<file path="src/logic/clock_gear_pkg.sv">
// Function
// - Warm-up counts 2^8, 2^14 or 2^16 oscillator cycles for codes 01, 10, 11.
// - Writing one to bit 2 restarts warm-up; bit reads one until done.
// - Source select bit 3: zero routes high clock, one routes low clock.
// - Gear field divides high clock by 1, 2, 4, 8 or 16.
// - Gear resets to 100; system clock is pre-divider clock halved.
// - New gear is in force once a later write cycle completes.
// - Prescaler taps divide pre-divider or fc/16 clock by 2 and 4.
// - Prescaler source code 00 picks pre-divider, 10 picks fc/16.
// - Multiplier output runs at four times the high oscillator clock.
// - Reset stops the multiplier until software writes its control field.
// - Bit 5 of multiplier control reads one until lock-up ends.
// - Action codes: 00 stop, 01 run pass, 10 multiplied, 11 oscillator.
// - Oscillator drive bits reset to one; zero selects reduced drive.
// - External input bit makes output pin constantly high; resets to zero.
// - Protected register writes are blocked while protection is on.
// - A blocked write raises the protection violation request.
// - Key pairs 5AH/A5H then A5H/5AH toggle protection; off after reset.
package clock_gear_pkg;
    // --------------------------------------------------------------
    // Register map
    // --------------------------------------------------------------
    localparam logic [7:0] OFS_OSC   = 8'he0;
    localparam logic [7:0] OFS_GEAR  = 8'he1;
    localparam logic [7:0] OFS_HALT  = 8'he2;
    localparam logic [7:0] OFS_NOISE = 8'he3;
    localparam logic [7:0] OFS_KEY1  = 8'he4;
    localparam logic [7:0] OFS_KEY2  = 8'he5;
    localparam logic [7:0] OFS_MULT  = 8'he8;
    localparam logic [7:0] OFS_TRIM  = 8'he9;
    // --------------------------------------------------------------
    // Reset values and masks
    // --------------------------------------------------------------
    localparam logic [7:0] OSC_RST    = 8'he0;
    localparam logic [3:0] GEAR_RST   = 4'h4;
    localparam logic [7:0] HALT_RST   = 8'h2c;
    localparam logic [7:0] HALT_MASK  = 8'hbf;
    localparam logic [7:0] NOISE_RST  = 8'h03;
    localparam logic [7:0] NOISE_MASK = 8'h77;
    localparam logic [7:0] OSC_MASK   = 8'hfb;
    localparam logic [7:0] KEY_A      = 8'h5a;
    localparam logic [7:0] KEY_B      = 8'ha5;
    // --------------------------------------------------------------
    // Field positions and codes
    // --------------------------------------------------------------
    localparam int WARM_BIT    = 2;
    localparam int HIGH_EN_BIT = 7;
    localparam int LOW_EN_BIT  = 6;
    localparam int SRC_BIT     = 3;
    localparam int LOCK_BIT    = 5;
    localparam int LOCKLEN_BIT = 4;
    localparam int EXT_BIT     = 2;
    localparam int DRVH_BIT    = 1;
    localparam int DRVL_BIT    = 0;
    localparam logic [1:0] PRCK_FPH  = 2'h0;
    localparam logic [1:0] PRCK_FC16 = 2'h2;
    localparam logic [1:0] WARM_N8   = 2'h1;
    localparam logic [1:0] WARM_N14  = 2'h2;
    localparam logic [1:0] ACT_STOP  = 2'h0;
    localparam logic [1:0] ACT_PASS  = 2'h1;
    localparam logic [1:0] ACT_MULT  = 2'h2;
    localparam logic [1:0] ACT_OSC   = 2'h3;
    // --------------------------------------------------------------
    // Counts
    // --------------------------------------------------------------
    localparam logic [16:0] WARM_CNT8  = 17'h00100;
    localparam logic [16:0] WARM_CNT14 = 17'h04000;
    localparam logic [16:0] WARM_CNT16 = 17'h10000;
    localparam logic [12:0] LOCK_CNT12 = 13'h1000;
    localparam logic [12:0] LOCK_CNT10 = 13'h0400;
    localparam int          MULT_SHIFT = 2;
    localparam logic [2:0]  GEAR_MAX   = 3'h4;

    typedef enum logic [1:0] {KEY_IDLE, KEY_S1, KEY_S2, KEY_S3} key_state_type;
endpackage

</file>
<file path="src/logic/mult_link_if.sv">
interface mult_link_if;
    logic ce;
    logic osc_tick;
    logic run;
    logic lock_short;
    logic start;
    logic lock_busy;
    logic mult_tick;
    modport ctrl (output ce, osc_tick, run, lock_short, start, input lock_busy, mult_tick);
    modport mult (input ce, osc_tick, run, lock_short, start, output lock_busy, mult_tick);
endinterface

</file>
<file path="src/logic/clock_multiplier.sv">
module clock_multiplier
    import clock_gear_pkg::*;
(
    input wire logic clock,
    input wire logic srst,
    mult_link_if.mult link
);
    logic [12:0] lock_cnt_q;
    logic        busy_q;
    logic [7:0]  per_cnt_q;
    logic [7:0]  period_q;
    logic [7:0]  phase_q;
    logic        tick_q;
    logic [12:0] lock_target;
    logic [7:0]  quarter;

    assign lock_target = link.lock_short ? LOCK_CNT10 : LOCK_CNT12;
    assign quarter     = period_q >> MULT_SHIFT;

    // --------------------------------------------------------------
    // Lock-up interval
    // --------------------------------------------------------------
    always_ff @(posedge clock) begin
        if (srst) begin
            lock_cnt_q <= 13'h0000;
            busy_q     <= 1'b0;
        end else if (link.ce) begin
            if (link.start) begin
                lock_cnt_q <= 13'h0000;
                busy_q     <= 1'b1;
            end else if (!link.run) begin
                busy_q <= 1'b0;
            end else if (busy_q && link.osc_tick) begin
                lock_cnt_q <= lock_cnt_q + 13'h0001;
                if (lock_cnt_q + 13'h0001 == lock_target) begin
                    busy_q <= 1'b0;
                end
            end
        end
    end

    // --------------------------------------------------------------
    // Times-four tick: measure oscillator period, emit every quarter
    // --------------------------------------------------------------
    // Oscillator period must be 4 to 255 clocks for four ticks to fit
    always_ff @(posedge clock) begin
        if (srst) begin
            per_cnt_q <= 8'h00;
            period_q  <= 8'h00;
            phase_q   <= 8'h00;
            tick_q    <= 1'b0;
        end else if (link.ce) begin
            tick_q <= 1'b0;
            if (!link.run) begin
                per_cnt_q <= 8'h00;
                phase_q   <= 8'h00;
            end else if (link.osc_tick) begin
                period_q  <= per_cnt_q + 8'h01;
                per_cnt_q <= 8'h00;
                phase_q   <= 8'h00;
                tick_q    <= 1'b1;
            end else begin
                if (per_cnt_q != 8'hff) begin
                    per_cnt_q <= per_cnt_q + 8'h01;
                end
                if (quarter != 8'h00 && phase_q + 8'h01 >= quarter) begin
                    phase_q <= 8'h00;
                    tick_q  <= 1'b1;
                end else begin
                    phase_q <= phase_q + 8'h01;
                end
            end
        end
    end

    assign link.lock_busy = busy_q;
    assign link.mult_tick = tick_q;
endmodule

</file>
<file path="src/logic/clock_gear_doubler_protect.sv">
// The address-and-strobe port is this design's own decision.
module clock_gear_doubler_protect
    import clock_gear_pkg::*;
(
    input  wire logic       clock,
    input  wire logic       srst,
    input  wire logic       ce,
    input  wire logic [7:0] addr,
    input  wire logic [7:0] wdata,
    input  wire logic       wr_en,
    input  wire logic       rd_en,
    output logic      [7:0] rdata,
    input  wire logic       high_osc_in,
    input  wire logic       low_osc_in,
    output logic            sys_clock_en,
    output logic            pre_divider_tick,
    output logic            prescaler_tap_half,
    output logic            prescaler_tap_quarter,
    output logic            high_osc_enable,
    output logic            low_osc_enable,
    output logic            high_osc_drive,
    output logic            low_osc_drive,
    output logic            osc_output_pin,
    output logic            protection_violation_irq
);
    mult_link_if link ();

    logic [1:0]    sync1_q;
    logic [1:0]    sync2_q;
    logic [1:0]    prev_q;
    logic [1:0]    osc_tick;
    logic [7:0]    osc_q;
    logic [3:0]    src_gear_q;
    logic [2:0]    gear_act_q;
    logic          gear_pend_q;
    logic [7:0]    halt_q;
    logic [7:0]    noise_q;
    logic [1:0]    act_q;
    logic          lock_short_q;
    logic [7:0]    trim_q;
    logic          protect_q;
    key_state_type key_q;
    logic          irq_q;
    logic          warm_busy_q;
    logic [16:0]   warm_cnt_q;
    logic [3:0]    gear_cnt_q;
    logic [3:0]    fc16_cnt_q;
    logic          half_q;
    logic [1:0]    tap_cnt_q;
    logic          pre_q;
    logic          sys_q;
    logic          tap_h_q;
    logic          tap_q_q;
    logic [7:0]    rdata_q;
    logic          blocked;
    logic          wr_ok;
    logic          guarded;
    logic          use_mult;
    logic          base_tick;
    logic [3:0]    gear_mask;
    logic          boundary;
    logic          pre_d;
    logic          fc16_tick;
    logic          psrc;
    logic          warm_tick;
    logic [16:0]   warm_target;

    // --------------------------------------------------------------
    // Pin synchronisers and edge ticks
    // --------------------------------------------------------------
    for (genvar i = 0; i < 2; i++) begin : g_sync
        always_ff @(posedge clock) begin
            if (srst) begin
                sync1_q[i] <= 1'b0;
                sync2_q[i] <= 1'b0;
                prev_q[i]  <= 1'b0;
            end else if (ce) begin
                sync1_q[i] <= (i == 0) ? high_osc_in : low_osc_in;
                sync2_q[i] <= sync1_q[i];
                prev_q[i]  <= sync2_q[i];
            end
        end
        assign osc_tick[i] = sync2_q[i] & ~prev_q[i];
    end

    // --------------------------------------------------------------
    // Write protection and key sequence
    // --------------------------------------------------------------
    assign guarded = (addr == OFS_OSC) || (addr == OFS_GEAR) || (addr == OFS_HALT) ||
                     (addr == OFS_NOISE) || (addr == OFS_MULT) || (addr == OFS_TRIM);
    assign blocked = wr_en && protect_q && guarded;
    assign wr_ok   = wr_en && !blocked;

    // Any write outside the exact key order restarts the sequence
    always_ff @(posedge clock) begin
        if (srst) begin
            key_q     <= KEY_IDLE;
            protect_q <= 1'b0;
        end else if (ce && wr_en) begin
            case (key_q)
                KEY_IDLE: key_q <= (addr == OFS_KEY1 && wdata == KEY_A) ? KEY_S1 : KEY_IDLE;
                KEY_S1:   key_q <= (addr == OFS_KEY2 && wdata == KEY_B) ? KEY_S2 : KEY_IDLE;
                KEY_S2:   key_q <= (addr == OFS_KEY1 && wdata == KEY_B) ? KEY_S3 : KEY_IDLE;
                KEY_S3: begin
                    key_q <= KEY_IDLE;
                    if (addr == OFS_KEY2 && wdata == KEY_A) begin
                        protect_q <= !protect_q;
                    end
                end
                default: key_q <= KEY_IDLE;
            endcase
        end
    end

    always_ff @(posedge clock) begin
        if (srst) begin
            irq_q <= 1'b0;
        end else if (ce) begin
            irq_q <= blocked;
        end
    end

    // --------------------------------------------------------------
    // Configuration registers
    // --------------------------------------------------------------
    always_ff @(posedge clock) begin
        if (srst) begin
            osc_q      <= OSC_RST;
            src_gear_q <= GEAR_RST;
            halt_q     <= HALT_RST;
            noise_q    <= NOISE_RST;
            trim_q     <= 8'h00;
        end else if (ce && wr_ok) begin
            case (addr)
                OFS_OSC:   osc_q <= wdata & OSC_MASK;
                OFS_GEAR:  src_gear_q <= wdata[3:0];
                OFS_HALT:  halt_q <= wdata & HALT_MASK;
                OFS_NOISE: noise_q <= wdata & NOISE_MASK;
                OFS_TRIM:  trim_q <= wdata;
                default:   trim_q <= trim_q;
            endcase
        end
    end

    always_ff @(posedge clock) begin
        if (srst) begin
            act_q        <= ACT_STOP;
            lock_short_q <= 1'b0;
        end else if (ce && wr_ok && addr == OFS_MULT) begin
            act_q        <= wdata[7:6];
            lock_short_q <= wdata[LOCKLEN_BIT];
        end
    end

    assign link.ce         = ce;
    assign link.osc_tick   = osc_tick[0];
    assign link.run        = act_q != ACT_STOP;
    assign link.lock_short = lock_short_q;
    assign link.start      = wr_ok && addr == OFS_MULT && act_q == ACT_STOP && wdata[7:6] != ACT_STOP;

    clock_multiplier u_mult (
        .clock (clock),
        .srst  (srst),
        .link  (link.mult)
    );

    // --------------------------------------------------------------
    // Warm-up timer
    // --------------------------------------------------------------
    // Counts the oscillator not currently feeding the system
    assign warm_tick   = src_gear_q[SRC_BIT] ? osc_tick[0] : osc_tick[1];
    assign warm_target = (halt_q[5:4] == WARM_N14) ? WARM_CNT14 :
                         (halt_q[5:4] == WARM_N8)  ? WARM_CNT8 : WARM_CNT16;

    always_ff @(posedge clock) begin
        if (srst) begin
            warm_cnt_q  <= 17'h00000;
            warm_busy_q <= 1'b0;
        end else if (ce) begin
            if (wr_ok && addr == OFS_OSC && wdata[WARM_BIT]) begin
                warm_cnt_q  <= 17'h00000;
                warm_busy_q <= 1'b1;
            end else if (warm_busy_q && warm_tick) begin
                warm_cnt_q <= warm_cnt_q + 17'h00001;
                if (warm_cnt_q + 17'h00001 == warm_target) begin
                    warm_busy_q <= 1'b0;
                end
            end
        end
    end

    // --------------------------------------------------------------
    // Gear, pre-divider and system clock
    // --------------------------------------------------------------
    assign use_mult  = act_q == ACT_MULT;
    assign base_tick = use_mult ? link.mult_tick : osc_tick[0];
    assign gear_mask = 4'((5'h01 << gear_act_q) - 5'h01);
    assign boundary  = base_tick && ((gear_cnt_q & gear_mask) == gear_mask);
    assign pre_d     = src_gear_q[SRC_BIT] ? osc_tick[1] : boundary;

    // Deferred gear waits for a divider boundary or the next write
    always_ff @(posedge clock) begin
        if (srst) begin
            gear_act_q  <= GEAR_MAX;
            gear_pend_q <= 1'b0;
        end else if (ce) begin
            if (wr_ok && addr == OFS_GEAR) begin
                gear_pend_q <= 1'b1;
            end else if (gear_pend_q && (boundary || wr_en)) begin
                gear_act_q  <= (src_gear_q[2:0] > GEAR_MAX) ? GEAR_MAX : src_gear_q[2:0];
                gear_pend_q <= 1'b0;
            end
        end
    end

    always_ff @(posedge clock) begin
        if (srst) begin
            gear_cnt_q <= 4'h0;
            fc16_cnt_q <= 4'h0;
            half_q     <= 1'b0;
            pre_q      <= 1'b0;
            sys_q      <= 1'b0;
        end else if (ce) begin
            if (base_tick) begin
                gear_cnt_q <= gear_cnt_q + 4'h1;
            end
            if (osc_tick[0]) begin
                fc16_cnt_q <= fc16_cnt_q + 4'h1;
            end
            if (pre_d) begin
                half_q <= !half_q;
            end
            pre_q <= pre_d;
            sys_q <= pre_d && half_q;
        end
    end

    // --------------------------------------------------------------
    // Prescaler taps
    // --------------------------------------------------------------
    assign fc16_tick = osc_tick[0] && fc16_cnt_q == 4'hf;
    assign psrc      = (osc_q[1:0] == PRCK_FC16) ? fc16_tick :
                       (osc_q[1:0] == PRCK_FPH)  ? pre_d : 1'b0;

    always_ff @(posedge clock) begin
        if (srst) begin
            tap_cnt_q <= 2'h0;
            tap_h_q   <= 1'b0;
            tap_q_q   <= 1'b0;
        end else if (ce) begin
            if (psrc) begin
                tap_cnt_q <= tap_cnt_q + 2'h1;
            end
            tap_h_q <= psrc && tap_cnt_q[0];
            tap_q_q <= psrc && tap_cnt_q == 2'h3;
        end
    end

    // --------------------------------------------------------------
    // Read port
    // --------------------------------------------------------------
    always_ff @(posedge clock) begin
        if (srst) begin
            rdata_q <= 8'h00;
        end else if (ce && rd_en) begin
            case (addr)
                OFS_OSC:   rdata_q <= {osc_q[7:3], warm_busy_q, osc_q[1:0]};
                OFS_GEAR:  rdata_q <= {4'h0, src_gear_q};
                OFS_HALT:  rdata_q <= halt_q;
                OFS_NOISE: rdata_q <= {protect_q, noise_q[6:0]};
                OFS_MULT:  rdata_q <= {act_q, link.lock_busy, lock_short_q, 4'h0};
                OFS_TRIM:  rdata_q <= trim_q;
                default:   rdata_q <= 8'h00;
            endcase
        end
    end

    assign rdata                    = rdata_q;
    assign sys_clock_en             = sys_q;
    assign pre_divider_tick         = pre_q;
    assign prescaler_tap_half       = tap_h_q;
    assign prescaler_tap_quarter    = tap_q_q;
    assign high_osc_enable          = osc_q[HIGH_EN_BIT];
    assign low_osc_enable           = osc_q[LOW_EN_BIT];
    assign high_osc_drive           = noise_q[DRVH_BIT];
    assign low_osc_drive            = noise_q[DRVL_BIT];
    assign osc_output_pin           = noise_q[EXT_BIT] | ~sync2_q[0];
    assign protection_violation_irq = irq_q;
endmodule

</file>
<file path="config.mk">
export PLATFORM = sky130hd
export DESIGN_NAME = clock_gear_doubler_protect
export DESIGN_NICKNAME = d
export VERILOG_FILES = /design/src/logic/clock_gear_pkg.sv /design/src/logic/mult_link_if.sv /design/src/logic/clock_multiplier.sv /design/src/logic/clock_gear_doubler_protect.sv
export SDC_FILE = /design/constraint.sdc
export NUM_CORES = 1
export LEC_CHECK = 0
export ABC_CLOCK_PERIOD_IN_PS = 7600
export BUFFER_PORTS_ARGS = -buffer_cell sky130_fd_sc_hd__buf_4
export CAP_MARGIN = 20
export CORE_ASPECT_RATIO = 2
export CORE_MARGIN = 4
export CORE_UTILIZATION = 40
export CTS_BUF_LIST = sky130_fd_sc_hd__clkbuf_2
export CTS_CLUSTER_DIAMETER = 50
export CTS_CLUSTER_SIZE = 40
export DETAILED_ROUTE_END_ITERATION = 10
export GPL_TIMING_DRIVEN = 0
export PLACE_DENSITY = 0.57
export SYNTH_ARGS = -nofsm -noshare
export SYNTH_HDL_FRONTEND = slang
export SYNTH_SLANG_ARGS = --single-unit
</file>
<file path="constraint.sdc">
create_clock -name clock -period 7.6 [get_ports clock]
set_clock_uncertainty 0.05 [all_clocks]
set_input_delay 0.38 -clock clock [delete_from_list [all_inputs] [get_ports clock]]
set_output_delay 0.38 -clock clock [all_outputs]
set_load 0.03 [all_outputs]
</file>
== Word level (Yosys, flattened, before mapping) ==
Index checks and enable logic that the tools add are counted.

* RAM bits: 0
* Memory bits (read-only): 0
* Memories kept: 0
* Input port bits: 23
* Flip-flop bits (word level): 129
* Latch bits: 0
* Output and inout bits: 18

* Order comparisons: 2
* Shift operators: 1
* Muxes and demuxes: 37
* Multipliers: 0
* Reduce and logical (&&, ||, !) cells: 64
* Div/mod/pow operators: 0
* Add/subtract/negate cells: 8
* Eq/ne operators: 26
* Bitwise logic cells: 8

{| class="wikitable"
|+ Operators with widths
! operator !! count
|-
| $eq 8x8->1 const B || 9
|-
| $mux 17 || 4
|-
| $mux 13 || 4
|-
| $mux 8 || 6
|-
| $pmux 8 s6 || 1
|-
| $logic_and 1x1->1 || 26
|-
| $reduce_and 2->1 || 12
|-
| $mux 1 || 18
|-
| $reduce_and 3->1 || 6
|-
| $add 17x1->17 const B || 1
|-
| $eq 17x17->1 || 1
|-
| $add 8x1->8 const B || 2
|-
| $reduce_bool 2->1 || 7
|-
| $add 13x1->13 const B || 1
|-
| $eq 13x13->1 || 1
|-
| $eq 2x2->1 const B || 6
|-
| $add 4x1->4 const B || 2
|-
| $eq 8x7->1 const B || 1
|-
| $ge 8x6->1 || 1
|-
| $ne 8x8->1 const B || 1
|-
| $pmux 2 s4 || 1
|-
| $reduce_bool 8->1 || 1
|-
| $logic_not 2->1 || 3
|-
| $logic_or 1x1->1 || 6
|-
| other kinds (16) || 25
|}

== Depth between registers and ports, before layout ==
Gate-level depths: netlist (run 1).

* Depth in word-level cells: 14
* Mapped depth: 10

== Modules after synthesis ==
Synthesis (run 1) repeated with hierarchy kept, for this count alone.

* Cells, all modules: 828
* Area, all modules: 6849.1 um^2

{| class="wikitable"
|+ By module, submodules not included
! module !! cells each !! seq. area each (um^2) !! area each (um^2) !! times used
|-
| clock_gear_doubler_protect || 551 || 1801.7 || 4604.4 || 1
|-
| clock_multiplier || 277 || 740.7 || 2244.7 || 1
|}

== Least setup slack after synthesis (run 1) ==
Ideal clock, no wire load.

* Kind: reg-to-reg
* Start point: register u_mult.phase_q[0]
* End point: register u_mult.phase_q[0]
* Arrival time: 2.406 ns
* Stages on the path, launching flop included: 11
* Path slack: 5.030 ns
* Setup time: 0.114 ns
* Buffers on the path: 0
* Cell sequence: dfxtp_1 > and4_1 > nand2_1 > and2_1 > or2_2 > ha_1 > a211oi_1 > nand3_1 > a211oi_1 > nor3_1 > a2111oi_0

* Word-level cells in the longest chain between the ends: 6

{| class="wikitable"
|+ RTL lines
! what !! RTL line !! text
|-
| from (decl) || clock_multiplier.sv:12 || <nowiki>logic [7:0] phase_q;</nowiki>
|-
| from (signal assigned) || clock_multiplier.sv:70 || <nowiki>phase_q <= phase_q + 8'h01;</nowiki>
|-
| $add 8x1->8 * || clock_multiplier.sv:66, clock_multiplier.sv:70 ||
|-
| $ge 8x6->1 || clock_multiplier.sv:66 || <nowiki>if (quarter != 8'h00 && phase_q + 8'h01 >= quarter) begin</nowiki>
|-
| $logic_and 1x1->1 || clock_multiplier.sv:66 ||
|-
| $mux 8 * || clock_multiplier.sv:66 ||
|-
| $mux 8 * || clock_multiplier.sv:57 || <nowiki>end else if (link.osc_tick) begin</nowiki>
|-
| $mux 8 * || clock_multiplier.sv:54 || <nowiki>if (!link.run) begin</nowiki>
|}

Mark *: on every way between the ends. The rest lies on a longest branch, timed or not.
A chain may end at the register's enable or synchronous reset.

== Final worst setup path (run 1) ==
* Start point: register u_mult.phase_q[0]
* End point: register u_mult.tick_q, in the netlist u_mult.link.mult_tick

* Word-level cells in the longest chain between the ends: 6

{| class="wikitable"
|+ RTL lines
! what !! RTL line !! text
|-
| $add 8x1->8 || clock_multiplier.sv:66 ||
|-
| $ge 8x6->1 || clock_multiplier.sv:66 ||
|-
| $logic_and 1x1->1 || clock_multiplier.sv:66 ||
|-
| $mux 1 || clock_multiplier.sv:66 ||
|-
| $mux 1 || clock_multiplier.sv:57 ||
|-
| $mux 1 || clock_multiplier.sv:54 ||
|-
| to (signal assigned) || clock_multiplier.sv:53 || <nowiki>tick_q <= 1'b0;</nowiki>
|-
| to (signal assigned) || clock_multiplier.sv:61 || <nowiki>tick_q <= 1'b1;</nowiki>
|-
| to (signal assigned) || clock_multiplier.sv:68 || <nowiki>tick_q <= 1'b1;</nowiki>
|-
| to (decl) || clock_multiplier.sv:13 || <nowiki>logic tick_q;</nowiki>
|}

Every way passes these cells.

==> metrics.txt, run 1 <==
share of layout cells above drive strength 1 13.3%; Startpoint Class flip-flop; CP max FO 7; DPL Wire Length 14.6 mm; Initial DRC Count 410; hold crit path type input port to flip-flop; DP Cell Count 1062; status finished clean; post-synth top area share 38.0%; global route total overflow 0; Max Root-Sink Buffers 2; first-pass GRT wire length 31.9 mm; Max-Cap Viols 0; synthesized net count 859; non-filler cells, final 1110; Hold Path Sink protection_violation_irq$_SDFFE_PP0P_; synthesized-area fraction occupied by adder cells 3.18%; Fmax 0.319 GHz; routed vias/inst 5.63; postcts setup bufs 0; Mapped Cells 819; post-synthesis xor/xnor area fraction 4.06%; DRC 0; TNS Setup 0 ns; static leakage 0.00276 uW; worst vdd rail ir drop 0.130 mV; Die Wd 99.4 um; die height 191 um; crit share post-route 41.3%; row cnt 66; CTS Hold Buffers Added 16; Slew @ Worst Pin 0.855 ns; io pins 41; WP data arrival 3.71 ns; initial core utilization 40.9%; initial antenna violation count 1; Finish-stage setup viols 0; ANT nets after route 0; GRT Resource Usage Total 21.5%; Fin Hold WS 0.151 ns; Hold Path Depth 5; area grow syn2layout 14.8%; top-count cell post-synth dfxtp_1; vias in the first global route 6079; CTS Sinks 127; final slew viol count 0; Final min period 3.14 ns; CORE AREA 16400 sq um; dominant cells by area after synthesis dfxtp_1 (38%), nor2_1 (5.3%), a21oi_1 (5.2%); FF-to-FF End u_mult.link.mult_tick$_SDFFE_PP0P_; Pwr Density 161 nW/um^2; TritonCTS clock tree yes; H-tree depth 4; HP Start addr[4]; Ys Warns 0; global placer's final weighted congestion 0.938; Worst-Skew Late Latency 0.72 ns; cell count of the worst reg-to-reg path 10; Cell Area, Synth 6690 sq um; async set-reset flop share out of synthesis 0%; WL final 19.8 mm; kind of critical path flip-flop to flip-flop; Unique masters post-synth 72; PortBufs 39; Synth Area in Simple Gates 28.2%; Fin. Hold Viols 0; # resized after CTS 0; drt pass-1 iters 9; RSZ-0062 raised after global routing no; largest family of logic cells by synthesized area simple AND/OR/NAND/NOR gates; die footprint 19000 sq um; share of the yosys chip area belonging to registers 38.0%; CP Capture Type flip-flop; Post-synth top cells dfxtp_1 (127), nor2_1 (95), nand2_1 (84); Num CTS Buffers 17; fillers 1706; area leader, netlist dfxtp_1; R2R setup slack 4.46 ns; Final nets 933; fraction of synthesized area in multiplexers 4.34%; number of flops mapped to enable cells by yosys 0; largest net degree at the start of global routing 17; Avg Cell Area, Syn 8.16 sq um; Synth Area in Compound Gates 18.2%; CTS clk-pin slew, worst paths 0.22 ns; Via Count 6251; WL/cell 17.9 um; relative slew slack 42.8%; Reg-to-Reg Start u_mult.phase_q[0]$_SDFFE_PP0P_; Required @ worst endpoint 8.18 ns; Root Driver clkbuf_2; Post-synth top flop dfxtp_1; #FFs+latches synth 127
## critical path, cell delays in order, from the launching register on
cell	delay, ns
dfxtp_1	0.53
and4_1	0.26
nand2_1	0.07
and2_1	0.17
or2_2	0.30
ha_1	0.30
a211oi_1	0.23
nand3_1	0.10
a211oi_1	0.58
nor2_1	0.22
a32o_1	0.25
## cells by family (layout without fill, tap and decap cells)
group / count (synthesis) / count (layout)
AND/OR/NAND/NOR: 366 / 366
AO/OA/AOI/OAI: 186 / 186
multiplexers: 27 / 27
other: 0 / 1
XOR/XNOR: 31 / 31
adder cells (fa/ha/maj): 17 / 17
buffers and inverters: 65 / 151
flip-flops: 127 / 127
## layout make-up
class | count | area, sq um | share of cell area, %
diodes | 1 | 2.50 | 0.0326
plain buffers | 44 | 190 | 2.48
clock buffers | 18 | 90.1 | 1.17
clock inverters | 13 | 190 | 2.48
inverters | 21 | 78.8 | 1.03
multi-input cells | 627 | 3870 | 50.5
flip-flops and latches | 127 | 2540 | 33.1
well taps | 204 | 255 | 3.32
repair buffers | 55 | 453 | 5.90
## placed cells by master, fill, tap and decap left out, drive strengths merged, types with 11 or more instances in the layout
cell type      n
a211oi        11
clkbuf        42
or3           13
dlygate4sd3   16
nor2          95
xor2          14
a21oi         69
o21ai         39
mux2i         20
buf           59
dfxtp        127
nand3         65
xnor2         17
ha            17
inv           22
nor3          16
nand2         84
## layer usage
layer | share of wire [%] | global-route usage (%) | up-vias | wire length (um)
met2 | 54 | 39.1 | 151 | 10600
met1 | 40 | 23.7 | 2961 | 7840
met4 | 3.3 | 10.6 | 0 | 646
li1 | - | - | 3102 | -
met5 | 0 | 0 | - | 0
met3 | 3.6 | 3.66 | 37 | 723
## state kept, by name, indices dropped and copies added (netlist names), 3 cells and up
name and flops:
noise_q 6, gear_act_q 3, src_gear_q 4, u_mult.phase_q 8
u_mult.per_cnt_q 8, rdata 8, osc_q 7, halt_q 7
fc16_cnt_q 4, u_mult.lock_cnt_q 13, gear_cnt_q 4, trim_q 8
u_mult.period_q 6, warm_cnt_q 17
## through the flow
stage                     setup WS (ns)  util, %  cell area [sq um]  total power [uW]
after floorplan                    5.03        -               6690               714
after global routing               4.15     47.0               7680              1290
after global placement             4.47     44.2               7230               748
final                              4.46     47.0               7680              1240
after CTS                          4.48     46.9               7670              1250
after detailed placement           4.53     44.2               7230               748
## how the worst max path moves through the flow
stage / startpoint / end / slack, ns / depth (start not counted)
final: u_mult.phase_q[0]$_SDFFE_PP0P_ / u_mult.link.mult_tick$_SDFFE_PP0P_ / 4.46 / 10
after global routing: u_mult.phase_q[0]$_SDFFE_PP0P_ / u_mult.phase_q[0]$_SDFFE_PP0P_ / 4.15 / 10
after CTS: u_mult.phase_q[0]$_SDFFE_PP0P_ / u_mult.link.mult_tick$_SDFFE_PP0P_ / 4.48 / 10
after detailed placement: u_mult.phase_q[0]$_SDFFE_PP0P_ / u_mult.link.mult_tick$_SDFFE_PP0P_ / 4.53 / 10
after global placement: u_mult.phase_q[0]$_SDFFE_PP0P_ / u_mult.link.mult_tick$_SDFFE_PP0P_ / 4.47 / 10
after floorplan: u_mult.phase_q[0]$_SDFFE_PP0P_ / u_mult.phase_q[0]$_SDFFE_PP0P_ / 5.03 / 10
## power breakdown
| part | internal, uW | switching (uW) |
|---|---|---|
| clock network | 217 | 280 |
| registers | 669 | 1.48 |
| logic | 23.6 | 47.7 |
| total | 910 | 329 |
No activity file was read; power rests on OpenSTA's default activity.
==> run 2: changes to the inputs <==
ABC_AREA = 1   (was not set)
ABC_CLOCK_PERIOD_IN_PS = 2800   (was 7600)
PLACE_DENSITY = 0.59   (was 0.57)
clock period = 2.8 ns   (was 7.6 ns; I/O delays follow)
==> metrics.txt, run 2 <==
Unique masters post-synth 49 (-32%); vias in the first global route 6547 (+7.7%); area grow syn2layout 16.5%; Root Driver clkbuf_2; CTS clk-pin slew, worst paths 0.19 ns (-0.03 ns); Startpoint Class input port; WL final 20.8 mm (+4.9%); largest net degree at the start of global routing 17 (unchanged); RSZ-0062 raised after global routing no; Post-synth top cells nand2_1 (188), dfxtp_1 (127), inv_1 (110); Pwr Density 416 nW/um^2 (+160%); most flop-heavy register warm_cnt_q; Via Count 6655 (+6.5%); relative slew slack 44.6% (+1.9 points); WP data arrival 3.35 ns (-0.36 ns); die footprint 19100 sq um (+0.67%); number of flops mapped to enable cells by yosys 0 (unchanged); row cnt 66 (unchanged); PortBufs 39 (unchanged); WL/cell 16.6 um (-7.0%); Sw Share 26.8% (+0.28 points); Num CTS Buffers 17 (unchanged); die height 191 um (+0.34%); dominant cells by area after synthesis dfxtp_1 (38%), nand2_1 (10%), a21oi_1 (7.4%); #FFs+latches synth 127 (unchanged); TNS Setup 0 ns (unchanged); max reg flops 17 (unchanged); async set-reset flop share out of synthesis 0% (unchanged); Seq pwr share 56.0% (+1.9 points); area leader, netlist dfxtp_1; routed vias/inst 5.32 (-5.6%); Initial DRC Count 264 (-36%); most common cell after layout, fill and taps aside nand2_1; Slew @ Worst Pin 0.830 ns (-0.0244 ns); CORE AREA 16400 sq um (+0.51%); Final nets 1074 (+15%); Required @ worst endpoint 3.40 ns (-4.78 ns); GR Util met1 20.5% (-3.2 points); fillers 1739 (+1.9%); Finish-stage setup viols 0 (unchanged); Post-synth top flop dfxtp_1; final slew viol count 0 (unchanged); Avg Cell Area, Syn 7.13 sq um (-13%); Regs by FF count warm_cnt_q (17), u_mult.lock_cnt_q (13); Psw 876 uW (+170%); share of the yosys chip area belonging to registers 37.8% (-0.27 points); Max-Cap Viols 0 (unchanged); Comb power frac 7.0% (+1.2 points); total chip power 3270 uW (+160%); DP Cell Count 1187 (+12%); most frequent cells in the layout nand2_1 (188), dfxtp_1 (127), inv_1 (110); crit share post-route 97.9%; post-synth top area share 37.8% (-0.27 points); initial core utilization 41.0% (+0.084 points); Cell Area, Synth 6730 sq um (+0.71%); non-filler cells, final 1252 (+13%); Mapped Cells 944 (+15%); TritonCTS clock tree yes; # resized after CTS 0 (unchanged); io pins 41 (unchanged); CTS Sinks 127 (unchanged); static leakage 0.00317 uW (+15%); drt pass-1 iters 7 (-2); Final min period 2.74 ns; synthesized net count 984 (+15%); first-pass GRT wire length 32.7 mm (+2.5%); Most Used Layer, Global Route met2; DPL Wire Length 16.0 mm (+9.5%); worst vdd rail ir drop 0.266 mV (+100%); CP max FO 9 (+2); hold crit path type input port to flip-flop; ANT nets after route 0 (unchanged); global route total overflow 0 (unchanged); GRT Resource Usage Total 22.5% (+0.91 points); M2 GR Usage 44.6% (+5.5 points); share of layout cells above drive strength 1 12.1% (-1.1 points); CP Capture Type flip-flop; H-tree depth 4 (unchanged); Max Root-Sink Buffers 2 (unchanged); Fin. Hold Viols 0 (unchanged); status finished clean; top-count cell post-synth nand2_1; initial antenna violation count 1 (unchanged); kind of critical path input port to flip-flop; Ys Warns 0 (unchanged); global placer's final weighted congestion 0.861 (-8.2%); clock power share 36.9% (-3.2 points); Die Wd 99.7 um (+0.33%); met3 GRT Util 3.73% (+0.064 points); DRC 0 (unchanged); Pint 2390 uW (+160%); Fmax 0.365 GHz; Fin Hold WS 0.0426 ns (-0.109 ns); Worst-Skew Late Latency 0.71 ns (about the same)
[run 2: cell types whose count changed in the layout (fill, tap and decap cells not counted), moves of 10 or more]
cell | previous run | this run
inv_2 | 0 | 11
a22oi_1 | 10 | 0
or3_1 | 12 | 0
buf_2 | 11 | 0
dlygate4sd3_1 | 16 | 32
a21oi_1 | 69 | 100
mux2i_1 | 20 | 0
nor2_4 | 0 | 10
nand2_1 | 84 | 188
inv_1 | 21 | 110
nand4_1 | 9 | 24
o21ai_1 | 1 | 20
xnor2_1 | 17 | 6
[run 2: what timing repair did]
| action | in CTS | in global routing |
|---|---|---|
| endpoints found under the hold margin | 77 | 0 |
| buffers inserted | 0 | 0 |
| endpoints found under the setup margin | 0 | 1 |
| hold buffers | 32 | 0 |
[run 2: kinds of logic after synthesis]
group                      synth area share [%]
AOI/OAI and AO/OA                          18.4
adders and majority gates                  3.16
and+or+nand+nor                            29.3
xor gates and xnor gates                   2.95
buffers and inverters                      8.49
DFF                                        37.8
[run 2: critical path, cell delays in order]
cell	delay (ns)
dlygate4sd3_1	0.55
buf_4	0.16
nor2_4	0.13
nand2_2	0.05
dlygate4sd3_1	0.62
nor2_8	0.20
dlygate4sd3_1	0.63
nand4_1	0.12
dlygate4sd3_1	0.60
a21oi_1	0.13
[run 2: routing by layer]
| layer | wire (um) | vias up |
|---|---|---|
| met4 | 1060 | 0 |
| met3 | 696 | 64 |
| li1 | - | 3328 |
| met2 | 11800 | 164 |
| met1 | 7280 | 3099 |
| met5 | 0 | - |
[run 2: path summary, 6_finish.rpt]
path	slack, ns	endpoint	cells after the start	from
min reg2reg	0.42	trim_q[6]$_SDFFE_PP0P_	2	trim_q[6]$_SDFFE_PP0P_
max reg2reg	0.47	halt_q[5]$_SDFFE_PP1P_	9	protect_q$_SDFFE_PP0P_
min	0.04	key_q[0]$_SDFFE_PP0P_	5	addr[5]
max	0.06	warm_busy_q$_SDFFE_PP0P_	10	addr[1]
[run 2: through the flow]
stage               worst slack [ns]  area [sq um]  util (%)
floorplan                      0.987          6730         -
global placement               0.607          7280      44.3
CTS                            0.105          7840      47.7
finish                        0.0582          7850      47.7
detailed placement             0.595          7280      44.3
global route                  0.0322          7850      47.7
[run 2: area by class of cell]
type | instances | area [sq um] | area share, %
diodes | 1 | 2.50 | 0.0319
plain buffers | 22 | 101 | 1.29
clock buffers | 19 | 95.1 | 1.21
clock inverters | 13 | 146 | 1.87
inverters | 124 | 470 | 6.00
multi-input cells | 671 | 3620 | 46.1
flip-flops and latches | 127 | 2540 | 32.4
well taps | 204 | 255 | 3.25
repair buffers | 71 | 613 | 7.81
[run 2: power by group through the flow]
stage | registers [uW] | clock network (uW) | logic (uW)
after global routing | 1830 | 1310 | 249
after CTS | 1830 | 1240 | 229
after floorplan | 1860 | 0 | 108
after detailed placement | 1870 | 0 | 204
after global placement | 1870 | 0 | 204
final | 1830 | 1210 | 230
